===== config.mk =====
export PLATFORM = sky130hd
export DESIGN_NAME = tgc_general_config
export DESIGN_NICKNAME = d
export VERILOG_FILES = /design/src/tgc_general_pkg.sv /design/src/tgc_clk_predivider.sv /design/src/tgc_general_config.sv
export VERILOG_INCLUDE_DIRS = /design/src
export SDC_FILE = /design/constraint.sdc
export NUM_CORES = 1
export LEC_CHECK = 0
export ABC_AREA = 1
export BUFFER_PORTS_ARGS = -buffer_cell sky130_fd_sc_hd__clkbuf_2
export CORE_ASPECT_RATIO = 0.8
export CORE_UTILIZATION = 60
export CTS_BUF_LIST = sky130_fd_sc_hd__clkbuf_4 sky130_fd_sc_hd__clkbuf_8
export CTS_CLUSTER_SIZE = 30
export DETAILED_ROUTE_END_ITERATION = 10
export PLACE_DENSITY = 0.85
export REMOVE_ABC_BUFFERS = 1
export SLEW_MARGIN = 20
export SYNTH_ARGS = -nofsm -noshare
export SYNTH_HDL_FRONTEND = slang
export SYNTH_SLANG_ARGS = --single-unit

===== constraint.sdc =====
create_clock -name clk_sys -period 7.26 [get_ports clk_sys]
set_input_delay 0.726 -clock clk_sys [delete_from_list [all_inputs] [get_ports clk_sys]]
set_output_delay 0.726 -clock clk_sys [all_outputs]
set_load 0.05 [all_outputs]

===== src/tgc_general_map.svh =====
// Register map, field positions, reset values and timing constants of the general config block.
`ifndef TGC_GENERAL_MAP_SVH
`define TGC_GENERAL_MAP_SVH

`define TGC_CLK_MHZ 250
`define TGC_SETTLE0_NS 480000
`define TGC_SETTLE1_NS 1460000
`define TGC_SETTLE2_NS 2440000
`define TGC_SETTLE3_NS 5140000

`define TGC_OFS_CONFIG 8'h00
`define TGC_OFS_IRQ_EN 8'h04
`define TGC_OFS_STATUS 8'h08
`define TGC_OFS_CMD 8'h0c
`define TGC_OFS_RESULT 8'h10
`define TGC_OFS_ID_STAGE 8'h14
`define TGC_OFS_ID_BASE 8'h40

`define TGC_CFG_W 16
`define TGC_CFG_RESET 16'h0110
`define TGC_CFG_PREDIV_LSB 0
`define TGC_CFG_OSC_LSB 4
`define TGC_CFG_LOWCUR_BIT 8
`define TGC_CFG_NOISE_BIT 9
`define TGC_CFG_PHASEDIS_BIT 10
`define TGC_CFG_REINIT_BIT 11
`define TGC_CFG_ERRVAL_BIT 12
`define TGC_CFG_QUAD_BIT 13
`define TGC_CFG_DOUBLE_BIT 14
`define TGC_CFG_MODE2_BIT 15

`define TGC_OSC_OFF 3'h0
`define TGC_OSC_CONT 3'h1
`define TGC_OSC_SETTLE_MIN 3'h2
`define TGC_OSC_SETTLE_MAX 3'h5

`define TGC_EV_TIMEOUT 0
`define TGC_EV_HITS 1
`define TGC_EV_ALU 2
`define TGC_EV_NVM 3
`define TGC_IRQ_EN_RESET 4'h0

`define TGC_CMD_POR 8'h50
`define TGC_CMD_INIT 8'h70
`define TGC_CMD_NVM_STORE 8'hc0
`define TGC_CMD_NVM_RECALL 8'hf0

`define TGC_NVM_WORDS 7
`define TGC_ERROR_VALUE 32'hffffffff

`endif


===== src/tgc_general_pkg.sv =====
// Types shared by the general config block.
package tgc_general_pkg;

   typedef enum logic [2:0] {
      OSC_IDLE = 3'b001,
      OSC_SETTLE = 3'b010,
      OSC_RUN = 3'b100
   } tgc_osc_state_t;

   typedef enum logic [1:0] {
      RES_SINGLE = 2'h0,
      RES_DOUBLE = 2'h1,
      RES_QUAD = 2'h2
   } tgc_res_t;

endpackage : tgc_general_pkg

===== src/tgc_clk_predivider.sv =====
// Synchroniser and predivider for the fast reference clock pin.
`timescale 1ns/1ps
module tgc_clk_predivider (
   // Clock and reset.
   input wire logic clk_sys,
   input wire logic reset_n,
   // Fast clock pin and control.
   input wire logic fastRefClk,
   input wire logic runEnable,
   input wire logic [1:0] predivider,
   // Divided tick.
   output logic fastTick
);

   logic sync1_reg, sync1_next;
   logic sync2_reg, sync2_next;
   logic last_reg, last_next;
   logic [1:0] cnt_reg, cnt_next;
   logic tick_reg, tick_next;

   // Last count value of one divided period; code 3 is unused and passes undivided.
   function automatic logic [1:0] divLimit(input logic [1:0] sel);
      case (sel)
         2'h1: divLimit = 2'h1;
         2'h2: divLimit = 2'h3;
         default: divLimit = 2'h0;
      endcase
   endfunction : divLimit

   always_comb begin
      sync1_next = fastRefClk;
      sync2_next = sync1_reg;
      last_next = sync2_reg;
      cnt_next = cnt_reg;
      tick_next = 1'b0;
      if (!runEnable) begin
         cnt_next = 2'h0;
      end else if (sync2_reg && !last_reg) begin
         if (cnt_reg >= divLimit(predivider)) begin
            cnt_next = 2'h0;
            tick_next = 1'b1;
         end else begin
            cnt_next = cnt_reg + 2'h1;
         end
      end
   end

   always_ff @(posedge clk_sys) begin
      if (!reset_n) begin
         sync1_reg <= 1'b0;
         sync2_reg <= 1'b0;
         last_reg <= 1'b0;
         cnt_reg <= 2'h0;
         tick_reg <= 1'b0;
      end else begin
         sync1_reg <= sync1_next;
         sync2_reg <= sync2_next;
         last_reg <= last_next;
         cnt_reg <= cnt_next;
         tick_reg <= tick_next;
      end
   end

   assign fastTick = tick_reg;

endmodule : tgc_clk_predivider


===== src/tgc_general_config.sv =====
// General configuration, oscillator control, interrupt sources and identifier store.
//
// Added by the designer: the register addresses and the address-and-strobe port.
`timescale 1ns/1ps
`include "tgc_general_map.svh"

module tgc_general_config #(
   parameter int SETTLE0_CYC = (`TGC_SETTLE0_NS * `TGC_CLK_MHZ + 999) / 1000,
   parameter int SETTLE1_CYC = (`TGC_SETTLE1_NS * `TGC_CLK_MHZ + 999) / 1000,
   parameter int SETTLE2_CYC = (`TGC_SETTLE2_NS * `TGC_CLK_MHZ + 999) / 1000,
   parameter int SETTLE3_CYC = (`TGC_SETTLE3_NS * `TGC_CLK_MHZ + 999) / 1000,
   parameter int CNT_W = 21
) (
   // Clock and reset.
   input wire logic clk_sys,
   input wire logic reset_n,
   // Register port.
   input wire logic [7:0] regAddr,
   input wire logic [31:0] regWrData,
   input wire logic regWrite,
   input wire logic regRead,
   output logic [31:0] regRdData,
   // Fast reference clock pin.
   input wire logic fastRefClk,
   // Measurement core events.
   input wire logic measRequest,
   input wire logic tduOverflow,
   input wire logic hitsDone,
   input wire logic aluDone,
   input wire logic [31:0] aluResult,
   // Controls toward the core and oscillators.
   output logic fastOscEnable,
   output logic fastClockReady,
   output logic fastClockTick,
   output logic lowCurrent32k,
   output logic startNoiseEnable,
   output logic phaseNoiseEnable,
   output logic [1:0] resolutionMode,
   output logic measInit,
   output logic irqRequest
);

   logic [`TGC_CFG_W-1:0] cfg_reg, cfg_next;
   logic [3:0] irqEn_reg, irqEn_next;
   logic [31:0] result_reg, result_next;
   logic [7:0] idStage_reg [`TGC_NVM_WORDS], idStage_next [`TGC_NVM_WORDS];
   logic [31:0] nvm_reg [`TGC_NVM_WORDS], nvm_next [`TGC_NVM_WORDS];
   logic nvmDone_reg, nvmDone_next;
   logic [3:0] pend_reg, pend_next;
   logic irq_reg, irq_next;
   logic reinit_reg, reinit_next;
   logic init_reg, init_next;
   tgc_general_pkg::tgc_osc_state_t osc_reg, osc_next;
   logic [CNT_W-1:0] settle_reg, settle_next;
   logic oscEn_reg, oscEn_next;
   logic ready_reg, ready_next;
   logic lowCur_reg, noise_reg, phase_reg;
   logic [1:0] res_reg, res_next;
   logic [31:0] rd_reg, rd_next;

   logic cmdWr, porCmd, initCmd, storeCmd, recallCmd, initNow;
   logic [3:0] events;
   logic [2:0] oscCode;
   logic [2:0] idIdx;

   function automatic logic [CNT_W-1:0] settleCycles(input logic [2:0] code);
      case (code)
         3'h2: settleCycles = CNT_W'(SETTLE0_CYC - 1);
         3'h3: settleCycles = CNT_W'(SETTLE1_CYC - 1);
         3'h4: settleCycles = CNT_W'(SETTLE2_CYC - 1);
         default: settleCycles = CNT_W'(SETTLE3_CYC - 1);
      endcase
   endfunction : settleCycles

   assign cmdWr = regWrite && (regAddr == `TGC_OFS_CMD);
   assign porCmd = cmdWr && (regWrData[7:0] == `TGC_CMD_POR);
   assign initCmd = cmdWr && (regWrData[7:0] == `TGC_CMD_INIT);
   assign storeCmd = cmdWr && (regWrData[7:0] == `TGC_CMD_NVM_STORE);
   assign recallCmd = cmdWr && (regWrData[7:0] == `TGC_CMD_NVM_RECALL);
   assign initNow = initCmd || porCmd || reinit_reg;
   assign oscCode = cfg_reg[`TGC_CFG_OSC_LSB +: 3];
   assign idIdx = regAddr[4:2];
   assign events[`TGC_EV_TIMEOUT] = tduOverflow;
   assign events[`TGC_EV_HITS] = hitsDone;
   assign events[`TGC_EV_ALU] = aluDone;
   assign events[`TGC_EV_NVM] = nvmDone_reg;

   // Configuration, identifier staging and nonvolatile words.
   always_comb begin
      cfg_next = cfg_reg;
      irqEn_next = irqEn_reg;
      idStage_next = idStage_reg;
      nvm_next = nvm_reg;
      nvmDone_next = storeCmd || recallCmd;
      if (regWrite && regAddr == `TGC_OFS_CONFIG) begin
         cfg_next = regWrData[`TGC_CFG_W-1:0];
      end
      if (regWrite && regAddr == `TGC_OFS_IRQ_EN) begin
         irqEn_next = regWrData[3:0];
      end
      if (regWrite && regAddr == `TGC_OFS_ID_STAGE && regWrData[2:0] < 3'h7) begin
         idStage_next[regWrData[2:0]] = regWrData[15:8];
      end
      if (storeCmd) begin
         for (int i = 0; i < `TGC_NVM_WORDS; i++) begin
            nvm_next[i] = {idStage_reg[i], 24'h000000};
         end
         nvm_next[0][`TGC_CFG_W-1:0] = cfg_reg;
      end
      if (recallCmd) begin
         cfg_next = nvm_reg[0][`TGC_CFG_W-1:0];
      end
      if (porCmd) begin
         cfg_next = `TGC_CFG_RESET;
         irqEn_next = `TGC_IRQ_EN_RESET;
      end
   end

   always_ff @(posedge clk_sys) begin
      nvm_reg <= nvm_next;
      if (!reset_n) begin
         cfg_reg <= `TGC_CFG_RESET;
         irqEn_reg <= `TGC_IRQ_EN_RESET;
         idStage_reg <= '{default: 8'h00};
         nvmDone_reg <= 1'b0;
      end else begin
         cfg_reg <= cfg_next;
         irqEn_reg <= irqEn_next;
         idStage_reg <= idStage_next;
         nvmDone_reg <= nvmDone_next;
      end
   end

   // Events, interrupt request, re-init and result.
   always_comb begin
      pend_next = (pend_reg & {4{~initNow}}) | events;
      irq_next = (irq_reg && !initNow) || ((events & irqEn_reg) != 4'h0);
      reinit_next = cfg_reg[`TGC_CFG_REINIT_BIT] && irq_next && !irq_reg;
      init_next = initNow;
      result_next = result_reg;
      if (aluDone) begin
         result_next = aluResult;
      end
      if (tduOverflow && cfg_reg[`TGC_CFG_ERRVAL_BIT]) begin
         result_next = `TGC_ERROR_VALUE;
      end
   end

   always_ff @(posedge clk_sys) begin
      if (!reset_n) begin
         pend_reg <= 4'h0;
         irq_reg <= 1'b0;
         reinit_reg <= 1'b0;
         init_reg <= 1'b0;
         result_reg <= 32'h00000000;
      end else begin
         pend_reg <= pend_next;
         irq_reg <= irq_next;
         reinit_reg <= reinit_next;
         init_reg <= init_next;
         result_reg <= result_next;
      end
   end

   // Fast oscillator start and settling.
   always_comb begin
      osc_next = osc_reg;
      settle_next = settle_reg;
      case (osc_reg)
         tgc_general_pkg::OSC_IDLE: begin
            if (oscCode == `TGC_OSC_CONT) begin
               osc_next = tgc_general_pkg::OSC_RUN;
            end else if (measRequest && oscCode >= `TGC_OSC_SETTLE_MIN &&
                         oscCode <= `TGC_OSC_SETTLE_MAX) begin
               osc_next = tgc_general_pkg::OSC_SETTLE;
               settle_next = settleCycles(oscCode);
            end
         end
         tgc_general_pkg::OSC_SETTLE: begin
            if (oscCode < `TGC_OSC_SETTLE_MIN || oscCode > `TGC_OSC_SETTLE_MAX) begin
               osc_next = tgc_general_pkg::OSC_IDLE;
            end else if (settle_reg == '0) begin
               osc_next = tgc_general_pkg::OSC_RUN;
            end else begin
               settle_next = settle_reg - CNT_W'(1);
            end
         end
         tgc_general_pkg::OSC_RUN: begin
            if (oscCode == `TGC_OSC_OFF || oscCode > `TGC_OSC_SETTLE_MAX) begin
               osc_next = tgc_general_pkg::OSC_IDLE;
            end else if (oscCode != `TGC_OSC_CONT && irq_next && !irq_reg) begin
               osc_next = tgc_general_pkg::OSC_IDLE;
            end
         end
         default: begin
            osc_next = tgc_general_pkg::OSC_IDLE;
         end
      endcase
      oscEn_next = osc_next != tgc_general_pkg::OSC_IDLE;
      ready_next = osc_next == tgc_general_pkg::OSC_RUN;
      if (cfg_reg[`TGC_CFG_QUAD_BIT] && cfg_reg[`TGC_CFG_MODE2_BIT]) begin
         res_next = tgc_general_pkg::RES_QUAD;
      end else if (cfg_reg[`TGC_CFG_DOUBLE_BIT]) begin
         res_next = tgc_general_pkg::RES_DOUBLE;
      end else begin
         res_next = tgc_general_pkg::RES_SINGLE;
      end
   end

   always_ff @(posedge clk_sys) begin
      if (!reset_n) begin
         osc_reg <= tgc_general_pkg::OSC_IDLE;
         settle_reg <= '0;
         oscEn_reg <= 1'b0;
         ready_reg <= 1'b0;
         res_reg <= 2'h0;
         lowCur_reg <= 1'b0;
         noise_reg <= 1'b0;
         phase_reg <= 1'b0;
      end else begin
         osc_reg <= osc_next;
         settle_reg <= settle_next;
         oscEn_reg <= oscEn_next;
         ready_reg <= ready_next;
         res_reg <= res_next;
         lowCur_reg <= cfg_reg[`TGC_CFG_LOWCUR_BIT];
         noise_reg <= cfg_reg[`TGC_CFG_NOISE_BIT];
         phase_reg <= !cfg_reg[`TGC_CFG_PHASEDIS_BIT];
      end
   end

   tgc_clk_predivider u_prediv (
      .clk_sys(clk_sys),
      .reset_n(reset_n),
      .fastRefClk(fastRefClk),
      .runEnable(ready_reg),
      .predivider(cfg_reg[`TGC_CFG_PREDIV_LSB +: 2]),
      .fastTick(fastClockTick)
   );

   // Read data, valid in the cycle after the strobe only.
   always_comb begin
      rd_next = 32'h00000000;
      if (regRead) begin
         if (regAddr == `TGC_OFS_CONFIG) begin
            rd_next[`TGC_CFG_W-1:0] = cfg_reg;
         end else if (regAddr == `TGC_OFS_IRQ_EN) begin
            rd_next[3:0] = irqEn_reg;
         end else if (regAddr == `TGC_OFS_STATUS) begin
            rd_next[9:0] = {res_reg, 1'b0, ready_reg, oscEn_reg, irq_reg, pend_reg};
         end else if (regAddr == `TGC_OFS_RESULT) begin
            rd_next = result_reg;
         end else if (regAddr[7:5] == 3'h2 && regAddr[1:0] == 2'h0 && idIdx < 3'h7) begin
            rd_next[7:0] = nvm_reg[idIdx][31:24];
         end
      end
   end

   always_ff @(posedge clk_sys) begin
      if (!reset_n) begin
         rd_reg <= 32'h00000000;
      end else begin
         rd_reg <= rd_next;
      end
   end

   assign regRdData = rd_reg;
   assign fastOscEnable = oscEn_reg;
   assign fastClockReady = ready_reg;
   assign lowCurrent32k = lowCur_reg;
   assign startNoiseEnable = noise_reg;
   assign phaseNoiseEnable = phase_reg;
   assign resolutionMode = res_reg;
   assign measInit = init_reg;
   assign irqRequest = irq_reg;
endmodule : tgc_general_config


* Yosys cells after proc, flatten, opt, wreduce, memory -nomap -nowiden
Cells that the tools add are included.
** Word-level totals
- Register bits :: 257
- Bits of input ports :: 81
- Logic and storage cells :: 170
- Output and inout bits :: 42
** Cells by class
- Add/subtract/negate cells :: 2
- Magnitude comparators :: 10
- Equality and inequality tests :: 26
- Muxes and demuxes :: 38
- Reduce and logical (&&, ||, !) cells :: 47
- Bitwise logic cells :: 9
** Operator list (number)
- 32-bit 2-to-1 mux :: 4
- 32-bit binary-select mux with 3-bit select :: 1
- 21-bit 2-to-1 mux :: 4
- 21-bit case mux with 3 select lines :: 1
- 56-bit bitwise mux :: 1
- 16-bit 2-to-1 mux :: 3
- 21-bit case mux with 2 select lines :: 1
- 8-bit 2-to-1 mux :: 4
- 8-bit demux with 3-bit select :: 1
- 1-bit logical AND :: 22
- 21-bit zero test :: 1
- 21-bit by 1-bit subtractor with 21-bit output (second input constant) :: 1
- 3-bit 2-to-1 mux :: 6
- 8-bit by 4-bit == test with 1-bit output (second input constant) :: 2
- 8-bit by 5-bit == test with 1-bit output (second input constant) :: 2
- 8-bit by 7-bit == test with 1-bit output (second input constant) :: 2
- 8-bit == test (second input constant) :: 2
- 3-bit by 2-bit == test with 1-bit output (second input constant) :: 4
- 12-bit 2-to-1 mux :: 1
- 10-bit 2-to-1 mux :: 1
- 3-bit == test (second input constant) :: 3
- 3-bit case mux with 3 select lines :: 1
- 4-bit AND :: 2
- 8-bit by 3-bit == test with 1-bit output (second input constant) :: 1
- 34 further kinds :: 61

* Depth between registers and ports, before layout
Gate-level depths: netlist of the first run.
- Word-level depth :: 14
- Gate-level depth with buffers :: 12
- Mapped depth without buffers :: 11

* Cells and area by module
A second synthesis of the first run with hierarchy kept.
** Second synthesis, totals
- Cells, all modules :: 1298
- Area, all modules :: 10495.1 um2
** Modules (own cells, without submodules)
- tgc_general_config :: area each 10199.8 um2, cells each 1255, instances 1
- tgc_clk_predivider :: area each 295.3 um2, cells each 43, instances 1

* Worst setup path before layout of the first run
OpenSTA, ideal clock, no wires.
- Path type :: input-to-reg
- From :: input port regAddr[1]
- To :: register nvm_reg[120] (netlist bit) (enable)
- Required time :: 6.834 ns
- Buffers on the path :: 0
- Setup time :: 0.426 ns
- Setup slack :: 3.942 ns
- Arrival :: 2.893 ns
- Stages :: 5
- Path through :: nor2_2 > nand4_1 > nor2_1 > nand3_1 > inv_1
** On the way
- Cells in the longest elaborated chain, start to end :: 3
** Ends and longest elaborated chain
- start: declaration :: line tgc_general_config.sv:18 : input wire logic [7:0] regAddr,
- 8-bit by 4-bit == test with 1-bit output (no source line)
- 1-bit logical AND :: line tgc_general_config.sv:75 : assign cmdWr = regWrite && (regAddr == `TGC_OFS_CMD);
- 1-bit logical AND :: line tgc_general_config.sv:78 : assign storeCmd = cmdWr && (regWrData[7:0] == `TGC_CMD_NVM_STORE);
- via storeCmd :: line tgc_general_config.sv:61 : logic cmdWr, porCmd, initCmd, storeCmd, recallCmd, initNow;
- end signal: assignment :: line tgc_general_config.sv:120 : nvm_reg <= nvm_next;
- end: declaration :: line tgc_general_config.sv:47 : logic [31:0] nvm_reg [`TGC_NVM_WORDS], nvm_next [`TGC_NVM_WORDS];
The timed path passes the listed nets, and every way through them passes these cells.
A chain may end at the register's enable or synchronous reset.

* Worst setup path in the final report of the first run
- From :: input port regAddr[3]
- To :: register rd_reg[14] (netlist: regRdData[14])
** On the way
- Cells in the longest elaborated chain, start to end :: 5
- Elaborated cells between the ends (all ways) :: 8
- Classes of those cells :: 3 x eq/ne; 4 x mux; 1 x reduce/logical
** Ends and longest elaborated chain
- 8-bit by 5-bit == test with 1-bit output (no source line)
- 8-bit 2-to-1 mux :: line tgc_general_config.sv:251 : end else if (regAddr == `TGC_OFS_RESULT) begin
- 6-bit 2-to-1 mux :: line tgc_general_config.sv:249 : end else if (regAddr == `TGC_OFS_STATUS) begin
- 12-bit 2-to-1 mux :: line tgc_general_config.sv:247 : end else if (regAddr == `TGC_OFS_IRQ_EN) begin
- 16-bit 2-to-1 mux (*) :: line tgc_general_config.sv:245 : if (regAddr == `TGC_OFS_CONFIG) begin
- end signal: assignment :: line tgc_general_config.sv:263 : rd_reg <= rd_next;
- end: declaration :: line tgc_general_config.sv:59 : logic [31:0] rd_reg, rd_next;
Every way passes the cells marked *; elsewhere a longest branch is shown, timed or not.

==> results.py, run 1 <==
metrics = {
    "run_status": {
        "run_status": "completed",
    },
    "detailed_routing": {
        "drt_pass1_iterations": 7,
        "drcViolationCount": 0,
        "wl_per_cell_um": 15.3,
        "num_vias": 9381,
        "ant_nets": 0,
        "drt_iter0_drc": 1046,
        "vias_per_cell": 5.38,
        "wl_um": 26800,
    },
    "sta": {
        "hold_violations": 0,
        "rsz0062_at_grt": "no",
        "setup_viol": 0,
        "finalCriticalPeriod_ns": 3.09,
        "relSlewSlack": 0.391,
        "maxSlewViolCount": 0,
        "fmax_ghz": 0.323,
        "hold_slack_ns": 0.409,
        "finalCritPeriodShare": 0.426,
        "fin_skew_ns": 0.0383,
        "fin_tns_setup_ns": 0,
        "tightest_slew_ns": 0.911,
    },
    "floorplanning": {
        "die_w_um": 153,
        "start_util": 0.622,
        "coreArea_sq_mm": 0.0176,
        "rows": 43,
        "dieHeight_um": 123,
        "fp.dieArea_sq_mm": 0.0189,
        "io_pins": 123,
    },
    "synth": {
        "syn_inst": 1395,
        "synth.largest_area_cell": "dfxtp_1",
        "synthMostInstantiatedCell": "nand2_1",
        "ys_types": 39,
        "synth_area_sq_mm": 0.0110,
        "synth_common_cells": "nand2_1 (327), inv_1 (219), dfxtp_1 (185), nor2_1 (136), a21oi_1 (117)",
        "yosys_most_used_dff": "dfxtp_1",
        "ys_top_cells_by_area": "dfxtp_1 (34%), edfxtp_1 (20%), nand2_1 (11%)",
        "synth_area_per_cell_sq_um": 7.87,
        "synth_edf_count": 72,
        "async_flop_share": 0,
        "ys_ff_latch": 257,
        "ys_seq_area_frac": 0.534,
        "yosysWarnings": 0,
        "synth_top_area_frac": 0.337,
    },
    "clocking": {
        "cts_setup_buffers": 0,
        "cts_buffer_depth": 3,
        "cts_tree": "built",
        "cts_sinks": 257,
        "cts-buffers-inserted": 38,
        "worstSkewPairLatency_ns": 0.55,
        "cts-root-buf": "clkbuf_8",
        "cts.htree.levels": 2,
        "ctsHoldBuffers": 0,
        "path_clk_slew_ns": 0.06,
        "cts_resized": 0,
    },
    "setup_path": {
        "reg2reg_from": "cfg_reg[5]",
        "cp_max_fo": 22,
        "r2r_cells": 9,
        "path_class": "input pin to flop",
        "cp-end-kind": "flop",
        "critPathRequiredTime_ns": 7.70,
        "r2r_slack_ns": 4.78,
        "reg2reg_to": "settle_reg[17]",
        "cp-start-kind": "input pin",
        "crit_arrival_ns": 3.54,
    },
    "power": {
        "powerDensity_mw_per_mm2": 282,
        "leakage_uw": 0.00550,
        "ir_drop_mv": 0.198,
    },
    "grt": {
        "grt_pass1_wl_um": 42300,
        "track_usage": 0.286,
        "grt_max_degree": 82,
        "antenna_found_initial": 0,
        "gr-total-overflow": 0,
        "grt_pass1_vias": 8486,
    },
    "final_layout": {
        "largest_reg_flops": 72,
        "fin_nets": 1581,
        "n_antenna_cell": 0,
        "syn_to_final_growth_pct": 12.5,
        "drive_gt1_frac": 0.140,
    },
    "place": {
        "io_buffers": 106,
        "place.gp.congestion": 0.940,
        "dp_hpwl_um": 18000,
    },
    "hold_path": {
        "hp-start": "fastRefClk",
        "holdCritPathClass": "input pin to flop",
        "min_to": "u_prediv.sync1_reg",
        "hold_path_depth": 3,
    },
    "flow_run": {
        "drv_cap": 0,
    },
}
==> worst max-delay path, stage by stage <==
cell and delay (ns):
clkbuf_2 0.36, nor2_4 0.39, nand2_2 0.13, nor2_1 0.63, nand3_1 0.84, o21ai_0 0.44
==> metrics by stage <==
stage / util / instance area (sq um) / power (uW) / setup WS (ns) / instances
after CTS: 0.700 / 12400 / 3490 / 4.22 / 1745
after global routing: 0.700 / 12400 / 3660 / 4.02 / 1745
after detailed placement: 0.655 / 11600 / 2300 / 3.65 / 1676
after floorplan: - / 10700 / 2120 / 3.94 / 1341
final: 0.700 / 12400 / 3490 / 4.17 / 1745
after global placement: 0.655 / 11600 / 2280 / 3.74 / 1676
==> layout make-up <==
type / count / area [sq um]
Sequential cell: 257 / 5870
Multi-Input combinational cell: 860 / 4010
Timing Repair Buffer: 110 / 561
Inverter: 224 / 842
Tap cell: 225 / 282
Clock inverter: 6 / 47.5
Clock buffer: 63 / 748
Fill cell: 1373 / 5290
==> worst max path at each step <==
stage | from | end | slack [ns] | cells after the start
after floorplan | regAddr[1] | nvm_reg[120] | 3.94 | 5
after global placement | regAddr[3] | regRdData[15] | 3.74 | 6
after detailed placement | regAddr[3] | regRdData[14] | 3.65 | 6
after CTS | regAddr[3] | regRdData[14] | 4.22 | 6
after global routing | regAddr[3] | regRdData[13] | 4.02 | 6
final | regAddr[3] | regRdData[14] | 4.17 | 6
==> cells by family after synthesis <==
kind of cell | synth area share
AO/OA/AOI/OAI | 0.118
XOR/XNOR | 0.00239
adder cells (fa/ha/maj) | 0.0103
buffers and inverters | 0.101
flip-flops | 0.534
AND/OR/NAND/NOR | 0.234
==> routing by layer <==
metal  routed length [um]  track usage  vias up
met3                 2360       0.0589       64
met2                11900        0.455      429
met5                    0            0        -
li1                     -            -     4637
met4                  750        0.103        0
met1                11800        0.389     4251
==> power breakdown <==
| part | total [uW] | switching (uW) | internal (uW) | leakage [uW] |
|---|---|---|---|---|
| Clock | 1200 | 540 | 657 | 0.000429 |
| Sequential | 1590 | 54.5 | 1530 | 0.00220 |
| Combinational | 707 | 491 | 216 | 0.00287 |
| Total | 3490 | 1080 | 2400 | 0.00550 |
==> placed cells by master, fill, tap and decap left out, types with 5 or more instances in the layout <==
master    Yosys  final
dfxtp_1     185    185
a21oi_1     117    117
edfxtp_1     72     72
nor2_4        5      5
nand4_1      15     15
a31oi_1      15     15
nand2_2       5      6
o21ai_0     113    113
nand4_2       6      6
clkbuf_2      0    106
nand3_1      67     67
nor2_1      136    136
nand3b_1     11     11
clkbuf_4      0     19
clkbuf_8      0     44
nand2_1     327    326
nor3_1       10     10
ha_1          9      9
inv_1       219    218
Power figures use the tool's default switching activity.
==> inputs of run 2 (changes only) <==
--- a/config.mk
+++ b/config.mk
@@ -9,11 +9,11 @@
 export ABC_AREA = 1
 export BUFFER_PORTS_ARGS = -buffer_cell sky130_fd_sc_hd__clkbuf_2
 export CORE_ASPECT_RATIO = 0.8
-export CORE_UTILIZATION = 60
+export CORE_UTILIZATION = 55
 export CTS_BUF_LIST = sky130_fd_sc_hd__clkbuf_4 sky130_fd_sc_hd__clkbuf_8
 export CTS_CLUSTER_SIZE = 30
 export DETAILED_ROUTE_END_ITERATION = 10
-export PLACE_DENSITY = 0.85
+export PLACE_DENSITY = 0.83
 export REMOVE_ABC_BUFFERS = 1
 export SLEW_MARGIN = 20
 export SYNTH_ARGS = -nofsm -noshare
==> constraint.sdc (replaced) <==
create_clock -name clk_sys -period 2.65 [get_ports clk_sys]
set_input_delay 0.265 -clock clk_sys [delete_from_list [all_inputs] [get_ports clk_sys]]
set_output_delay 0.265 -clock clk_sys [all_outputs]
set_load 0.05 [all_outputs]
==> results.py, run 2 (synthesized netlist as in run 1, its figures left out) <==
metrics = {
    "run_status": {
        "run_status": "completed",
    },
    "setup_path": {
        "critPathRequiredTime_ns": 3.09,
        "cp-end-kind": "flop",
        "r2r_cells": 9,
        "crit_slowest_cell": "dfxtp_1",
        "path_cells": "inv_1 -> ha_1 -> inv_1 -> nor2_1 -> nand2_1 -> nand2_1 -> nand2_1 -> nor2_1 -> nor2_1",
        "path_class": "flop to flop",
        "crit_arrival_ns": 2.75,
        "cp_max_fo": 15,
        "cp-start-kind": "flop",
        "critPathMaxStageDelay_ns": 0.54,
    },
    "clocking": {
        "cts_buffer_depth": 3,
        "cts-root-buf": "clkbuf_8",
        "ctsHoldBuffers": 14,
        "cts_setup_buffers": 0,
        "cts_sinks": 257,
        "cts.htree.levels": 2,
        "cts_tree": "built",
        "cts-buffers-inserted": 40,
        "worstSkewPairLatency_ns": 0.54,
        "cts_resized": 0,
        "path_clk_slew_ns": 0.06,
    },
    "detailed_routing": {
        "wl_per_cell_um": 15.2,
        "drt_iter0_drc": 1059,
        "wl_um": 27600,
        "vias_per_cell": 5.27,
        "drt_pass1_iterations": 6,
        "num_vias": 9589,
        "drcViolationCount": 0,
        "ant_nets": 0,
    },
    "final_layout": {
        "layout_common_cells": "nand2_1 (327), inv_1 (218), dfxtp_1 (185)",
        "final_area_sq_mm": 0.0128,
        "drive_gt1_frac": 0.153,
        "fin_nets": 1619,
        "stdcell_count": 1819,
        "multiInputGateArea_sq_mm": 0.00401,
        "layout_commonest_cell": "nand2_1",
        "syn_to_final_growth_pct": 16.4,
        "largest_reg_flops": 72,
        "final.fill_count": 1538,
        "ff_latch_area_sq_mm": 0.00587,
    },
    "sta": {
        "hold_violations": 0,
        "fmax_ghz": 0.433,
        "relSlewSlack": 0.484,
        "hold_slack_ns": 0.0184,
        "tightest_slew_ns": 0.772,
        "fin_skew_ns": 0.0256,
        "maxSlewViolCount": 0,
        "rsz0062_at_grt": "no",
        "setup_viol": 0,
        "finalCritPeriodShare": 0.872,
        "finalCriticalPeriod_ns": 2.31,
        "fin_tns_setup_ns": 0,
    },
    "power": {
        "powerDensity_mw_per_mm2": 765,
        "ir_drop_mv": 0.606,
        "leakage_uw": 0.00569,
    },
    "flow_run": {
        "drv_cap": 0,
    },
    "grt": {
        "antenna_found_initial": 1,
        "gr-total-overflow": 0,
        "grt_pass1_vias": 9083,
        "track_usage": 0.273,
        "grt_pass1_wl_um": 44500,
        "grt_max_degree": 49,
    },
    "floorplanning": {
        "dieHeight_um": 128,
        "rows": 45,
        "die_w_um": 160,
        "io_pins": 123,
        "coreArea_sq_mm": 0.0193,
        "start_util": 0.570,
        "fp.dieArea_sq_mm": 0.0205,
    },
    "hold_path": {
        "hold_path_depth": 3,
        "holdCritPathClass": "input pin to flop",
    },
    "place": {
        "place.gp.congestion": 0.923,
        "placed_area_sq_mm": 0.0118,
        "io_buffers": 106,
        "dp_hpwl_um": 18600,
        "dp_cells": 1731,
    },
}
-- run 2: cell count changes in the layout (fill, tap and decap cells not counted), sizes merged --
cell	change
buf	+22
bufinv	+1
clkbuf	+2
clkinv	+1
clkinvlp	+2
diode	+1
dlygate4sd3	+14
inv	-2
-- run 2: path summary, 6_finish.rpt --
check / startpoint / end / slack (ns)
max: cfg_reg[5] / settle_reg[3] / 0.34
max reg2reg: cfg_reg[5] / settle_reg[3] / 0.34
min reg2reg: idStage_reg[47] / nvm_reg[191] / 0.41
min: aluResult[1] / result_reg[1] / 0.02
-- run 2: layer usage --
| metal | vias up | wire length, um | share of wire | track usage |
|---|---|---|---|---|
| met4 | 0 | 898 | 0.033 | 0.123 |
| met5 | - | 0 | 0 | 0 |
| met3 | 71 | 2500 | 0.090 | 0.0571 |
| li1 | 4709 | - | - | - |
| met1 | 4392 | 11900 | 0.43 | 0.361 |
| met2 | 417 | 12400 | 0.45 | 0.437 |
-- run 2: cell type report --
class	instances	area share
Clock inverter	8	0.00577
Antenna cell	1	0.000196
Timing Repair Buffer	146	0.0697
Inverter	224	0.0659
Tap cell	258	0.0252
Multi-Input combinational cell	860	0.314
Clock buffer	65	0.0607
Sequential cell	257	0.459
-- run 2: through the flow --
stage               power, uW  utilization  setup WS, ns
CTS                      9780        0.664         0.425
floorplan                5800            -        -0.207
detailed placement       6310        0.612         0.461
global route            10300        0.664         0.237
global placement         6240        0.612         0.526
finish                   9780        0.664         0.340
-- run 2: worst max-delay path: cells and delay by family (launching register included) --
family | cells | cell delay, ns
adders and majority gates | 1 | 0.32
buffers and inverters | 2 | 0.22
DFF | 1 | 0.54
and+or+nand+nor | 6 | 1.10
-- run 2: power breakdown --
part / switching (uW) / internal [uW]
clock: 1530 / 1960
combinational: 1330 / 616
sequential: 147 / 4200
==> inputs of run 3 (changes only) <==
--- a/config.mk
+++ b/config.mk
@@ -9,13 +9,14 @@
 export ABC_AREA = 1
 export BUFFER_PORTS_ARGS = -buffer_cell sky130_fd_sc_hd__clkbuf_2
 export CORE_ASPECT_RATIO = 0.8
-export CORE_UTILIZATION = 55
+export CORE_UTILIZATION = 54
 export CTS_BUF_LIST = sky130_fd_sc_hd__clkbuf_4 sky130_fd_sc_hd__clkbuf_8
 export CTS_CLUSTER_SIZE = 30
 export DETAILED_ROUTE_END_ITERATION = 10
-export PLACE_DENSITY = 0.83
+export PLACE_DENSITY = 0.82
 export REMOVE_ABC_BUFFERS = 1
 export SLEW_MARGIN = 20
 export SYNTH_ARGS = -nofsm -noshare
 export SYNTH_HDL_FRONTEND = slang
+export SYNTH_HIERARCHICAL = 1
 export SYNTH_SLANG_ARGS = --single-unit
==> results.py, run 3 <==
metrics = {
    "run_status": {
        "run_status": "completed",
    },
    "clocking": {
        "cts_tree": "built",
        "cts.htree.levels": 2,
        "cts_buffer_depth": 3,
        "cts-root-buf": "clkbuf_8",
        "worstSkewPairLatency_ns": 0.55,
        "path_clk_slew_ns": 0.06,
        "cts-buffers-inserted": 40,
        "cts_sinks": 257,
        "cts_resized": 0,
    },
    "setup_path": {
        "cp_top_family": "simple AND/OR/NAND/NOR gates",
        "crit_arrival_ns": 2.47,
        "path_cells": "inv_1 -> ha_1 -> inv_1 -> nor2_1 -> nand2_1 -> nand2_1 -> buf_4 -> o21ai_0 -> a21oi_1",
        "cp-end-kind": "flop",
        "reg2reg_from": "cfg_reg[6]",
        "cp_max_fo": 11,
        "endpoint": "settle_reg[12]",
        "worstSetupStartpoint": "cfg_reg[6]",
        "crit_cells": 9,
        "r2r_cells": 9,
        "critPathRequiredTime_ns": 3.11,
        "reg2reg_to": "settle_reg[12]",
        "path_class": "flop to flop",
        "crit_slowest_cell": "dfxtp_1",
        "crit_buf_inv": 3,
        "critPathMaxStageDelay_ns": 0.45,
        "r2r_slack_ns": 0.64,
        "cp-start-kind": "flop",
    },
    "detailed_routing": {
        "vias_per_cell": 5.32,
        "wl_um": 27600,
        "drt_pass1_iterations": 5,
        "ant_nets": 0,
        "num_vias": 9211,
        "wl_per_cell_um": 16.0,
        "drt_iter0_drc": 1021,
        "drcViolationCount": 0,
    },
    "sta": {
        "setup_viol": 0,
        "fmax_ghz": 0.498,
        "fin_tns_setup_ns": 0,
        "relSlewSlack": 0.485,
        "tightest_slew_ns": 0.767,
        "maxSlewViolCount": 0,
        "fin_skew_ns": 0.0206,
        "hold_violations": 0,
        "finalCriticalPeriod_ns": 2.01,
        "rsz0062_at_grt": "no",
        "fin_ws_ns": 0.642,
        "finalCritPeriodShare": 0.758,
    },
    "flow_run": {
        "drv_cap": 0,
    },
    "hold_path": {
        "holdCritPathClass": "input pin to flop",
    },
    "floorplanning": {
        "rows": 45,
        "io_pins": 123,
        "die_w_um": 158,
        "fp.dieArea_sq_mm": 0.0200,
        "dieHeight_um": 127,
        "start_util": 0.551,
        "coreArea_sq_mm": 0.0190,
    },
    "power": {
        "leakage_uw": 0.00546,
        "power_uw": 8210,
        "ir_drop_mv": 0.319,
        "powerDensity_mw_per_mm2": 661,
    },
    "final_layout": {
        "largest_reg_flops": 72,
        "syn_to_final_growth_pct": 18.4,
        "drive_gt1_frac": 0.148,
        "layout_commonest_cell": "nand2_1",
        "n_antenna_cell": 0,
        "layout_common_cells": "nand2_1 (257), dfxtp_1 (185), inv_1 (172)",
        "fin_nets": 1534,
    },
    "synth": {
        "async_flop_share": 0,
        "yosys_most_used_dff": "dfxtp_1",
        "synthMostInstantiatedCell": "nand2_1",
        "synth_area_per_cell_sq_um": 8.09,
        "synth_area_sq_mm": 0.0105,
        "syn_inst": 1298,
        "ys_seq_area_frac": 0.559,
        "yosysWarnings": 6,
        "synth_top_area_frac": 0.353,
        "synth_edf_count": 72,
        "ys_ff_latch": 257,
        "ys_types": 33,
        "synth_common_cells": "nand2_1 (257), dfxtp_1 (185), inv_1 (173), nor2_1 (161), o21ai_0 (133)",
        "ys_top_cells_by_area": "dfxtp_1 (35%), edfxtp_1 (21%), nand2_1 (9.2%)",
        "synth.largest_area_cell": "dfxtp_1",
    },
    "grt": {
        "grt_pass1_vias": 8303,
        "track_usage": 0.278,
        "grt_max_degree": 69,
        "grt_pass1_wl_um": 42800,
        "antenna_found_initial": 2,
        "gr-total-overflow": 0,
    },
    "place": {
        "pre_cts_ws_ns": 0.391,
        "place.gp.congestion": 0.949,
        "io_buffers": 106,
        "dp_hpwl_um": 18100,
    },
}
run 3: cell count changes after synthesis, moves of 5 or more:
cell,before,now
nand4_2,6,0
o21ai_0,113,133
nand3b_1,11,3
nand2_1,327,257
inv_1,219,173
a21oi_1,117,122
a32o_1,0,5
buf_2,16,6
clkbuf_1,26,37
nor2_1,136,161
nand3_1,67,57
run 3: cells by family (layout without fill, tap and decap cells):
family,Yosys count,in the layout,share of synthesized area
buf+inv,227,403,0.0823
compound gates,289,289,0.144
flops,257,257,0.559
simple gates,512,512,0.200
xor+xnor,4,4,0.00334
fa+ha+maj,9,9,0.0107
run 3: metal layers:
layer	vias up	track usage	wire, um
met5	-	0	16
met3	66	0.0601	2550
met2	424	0.422	12400
li1	4517	-	-
met1	4202	0.387	11900
met4	2	0.107	826
run 3: report_power, final:
part / switching [uW] / total [uW] / internal, uW / leakage [uW]
clock: 1550 / 3520 / 1970 / 0.000456
combinational: 397 / 573 / 175 / 0.00280
sequential: 34.9 / 4120 / 4080 / 0.00221
total: 1980 / 8210 / 6230 / 0.00546
run 3: repair_timing:
item | CTS | global route
endpoints found under the hold margin | 22 | 0
buffers inserted | 0 | 0
hold buffers | 22 | 0
run 3: final cells by class:
class / instances / area (sq um)
fillers: 1562 / 6610
clock inverters: 10 / 78.8
clock buffers: 62 / 778
flip-flops and latches: 257 / 5870
inverters: 182 / 683
repair buffers: 149 / 921
multi-input cells: 814 / 3770
well taps: 258 / 323
run 3: through the flow:
step | utilization | hold WS (ns) | instance area (sq um) | std cells
floorplan | - | 0.358 | 10300 | 1253
finish | 0.653 | 0.0255 | 12400 | 1732
CTS | 0.653 | 0.00124 | 12400 | 1732
detailed placement | 0.596 | 0.415 | 11300 | 1638
global placement | 0.596 | 0.412 | 11300 | 1638
global route | 0.653 | 0.0198 | 12400 | 1732
run 3: worst min path at each step:
stage                               start            endpoint  depth (start not counted)
after floorplan                   reset_n  u_prediv/last_next                          2
after global placement    idStage_reg[12]         nvm_reg[60]                          0
after detailed placement  idStage_reg[37]        nvm_reg[157]                          0
after CTS                   aluResult[21]      result_reg[21]                          3
after global routing             hitsDone         pend_reg[1]                          3
final                       aluResult[28]      result_reg[28]                          3
run 3: worst min-delay path, stage by stage:
cell and delay, ns:
clkbuf_2 0.08, o21ai_0 0.08, a21oi_1 0.11
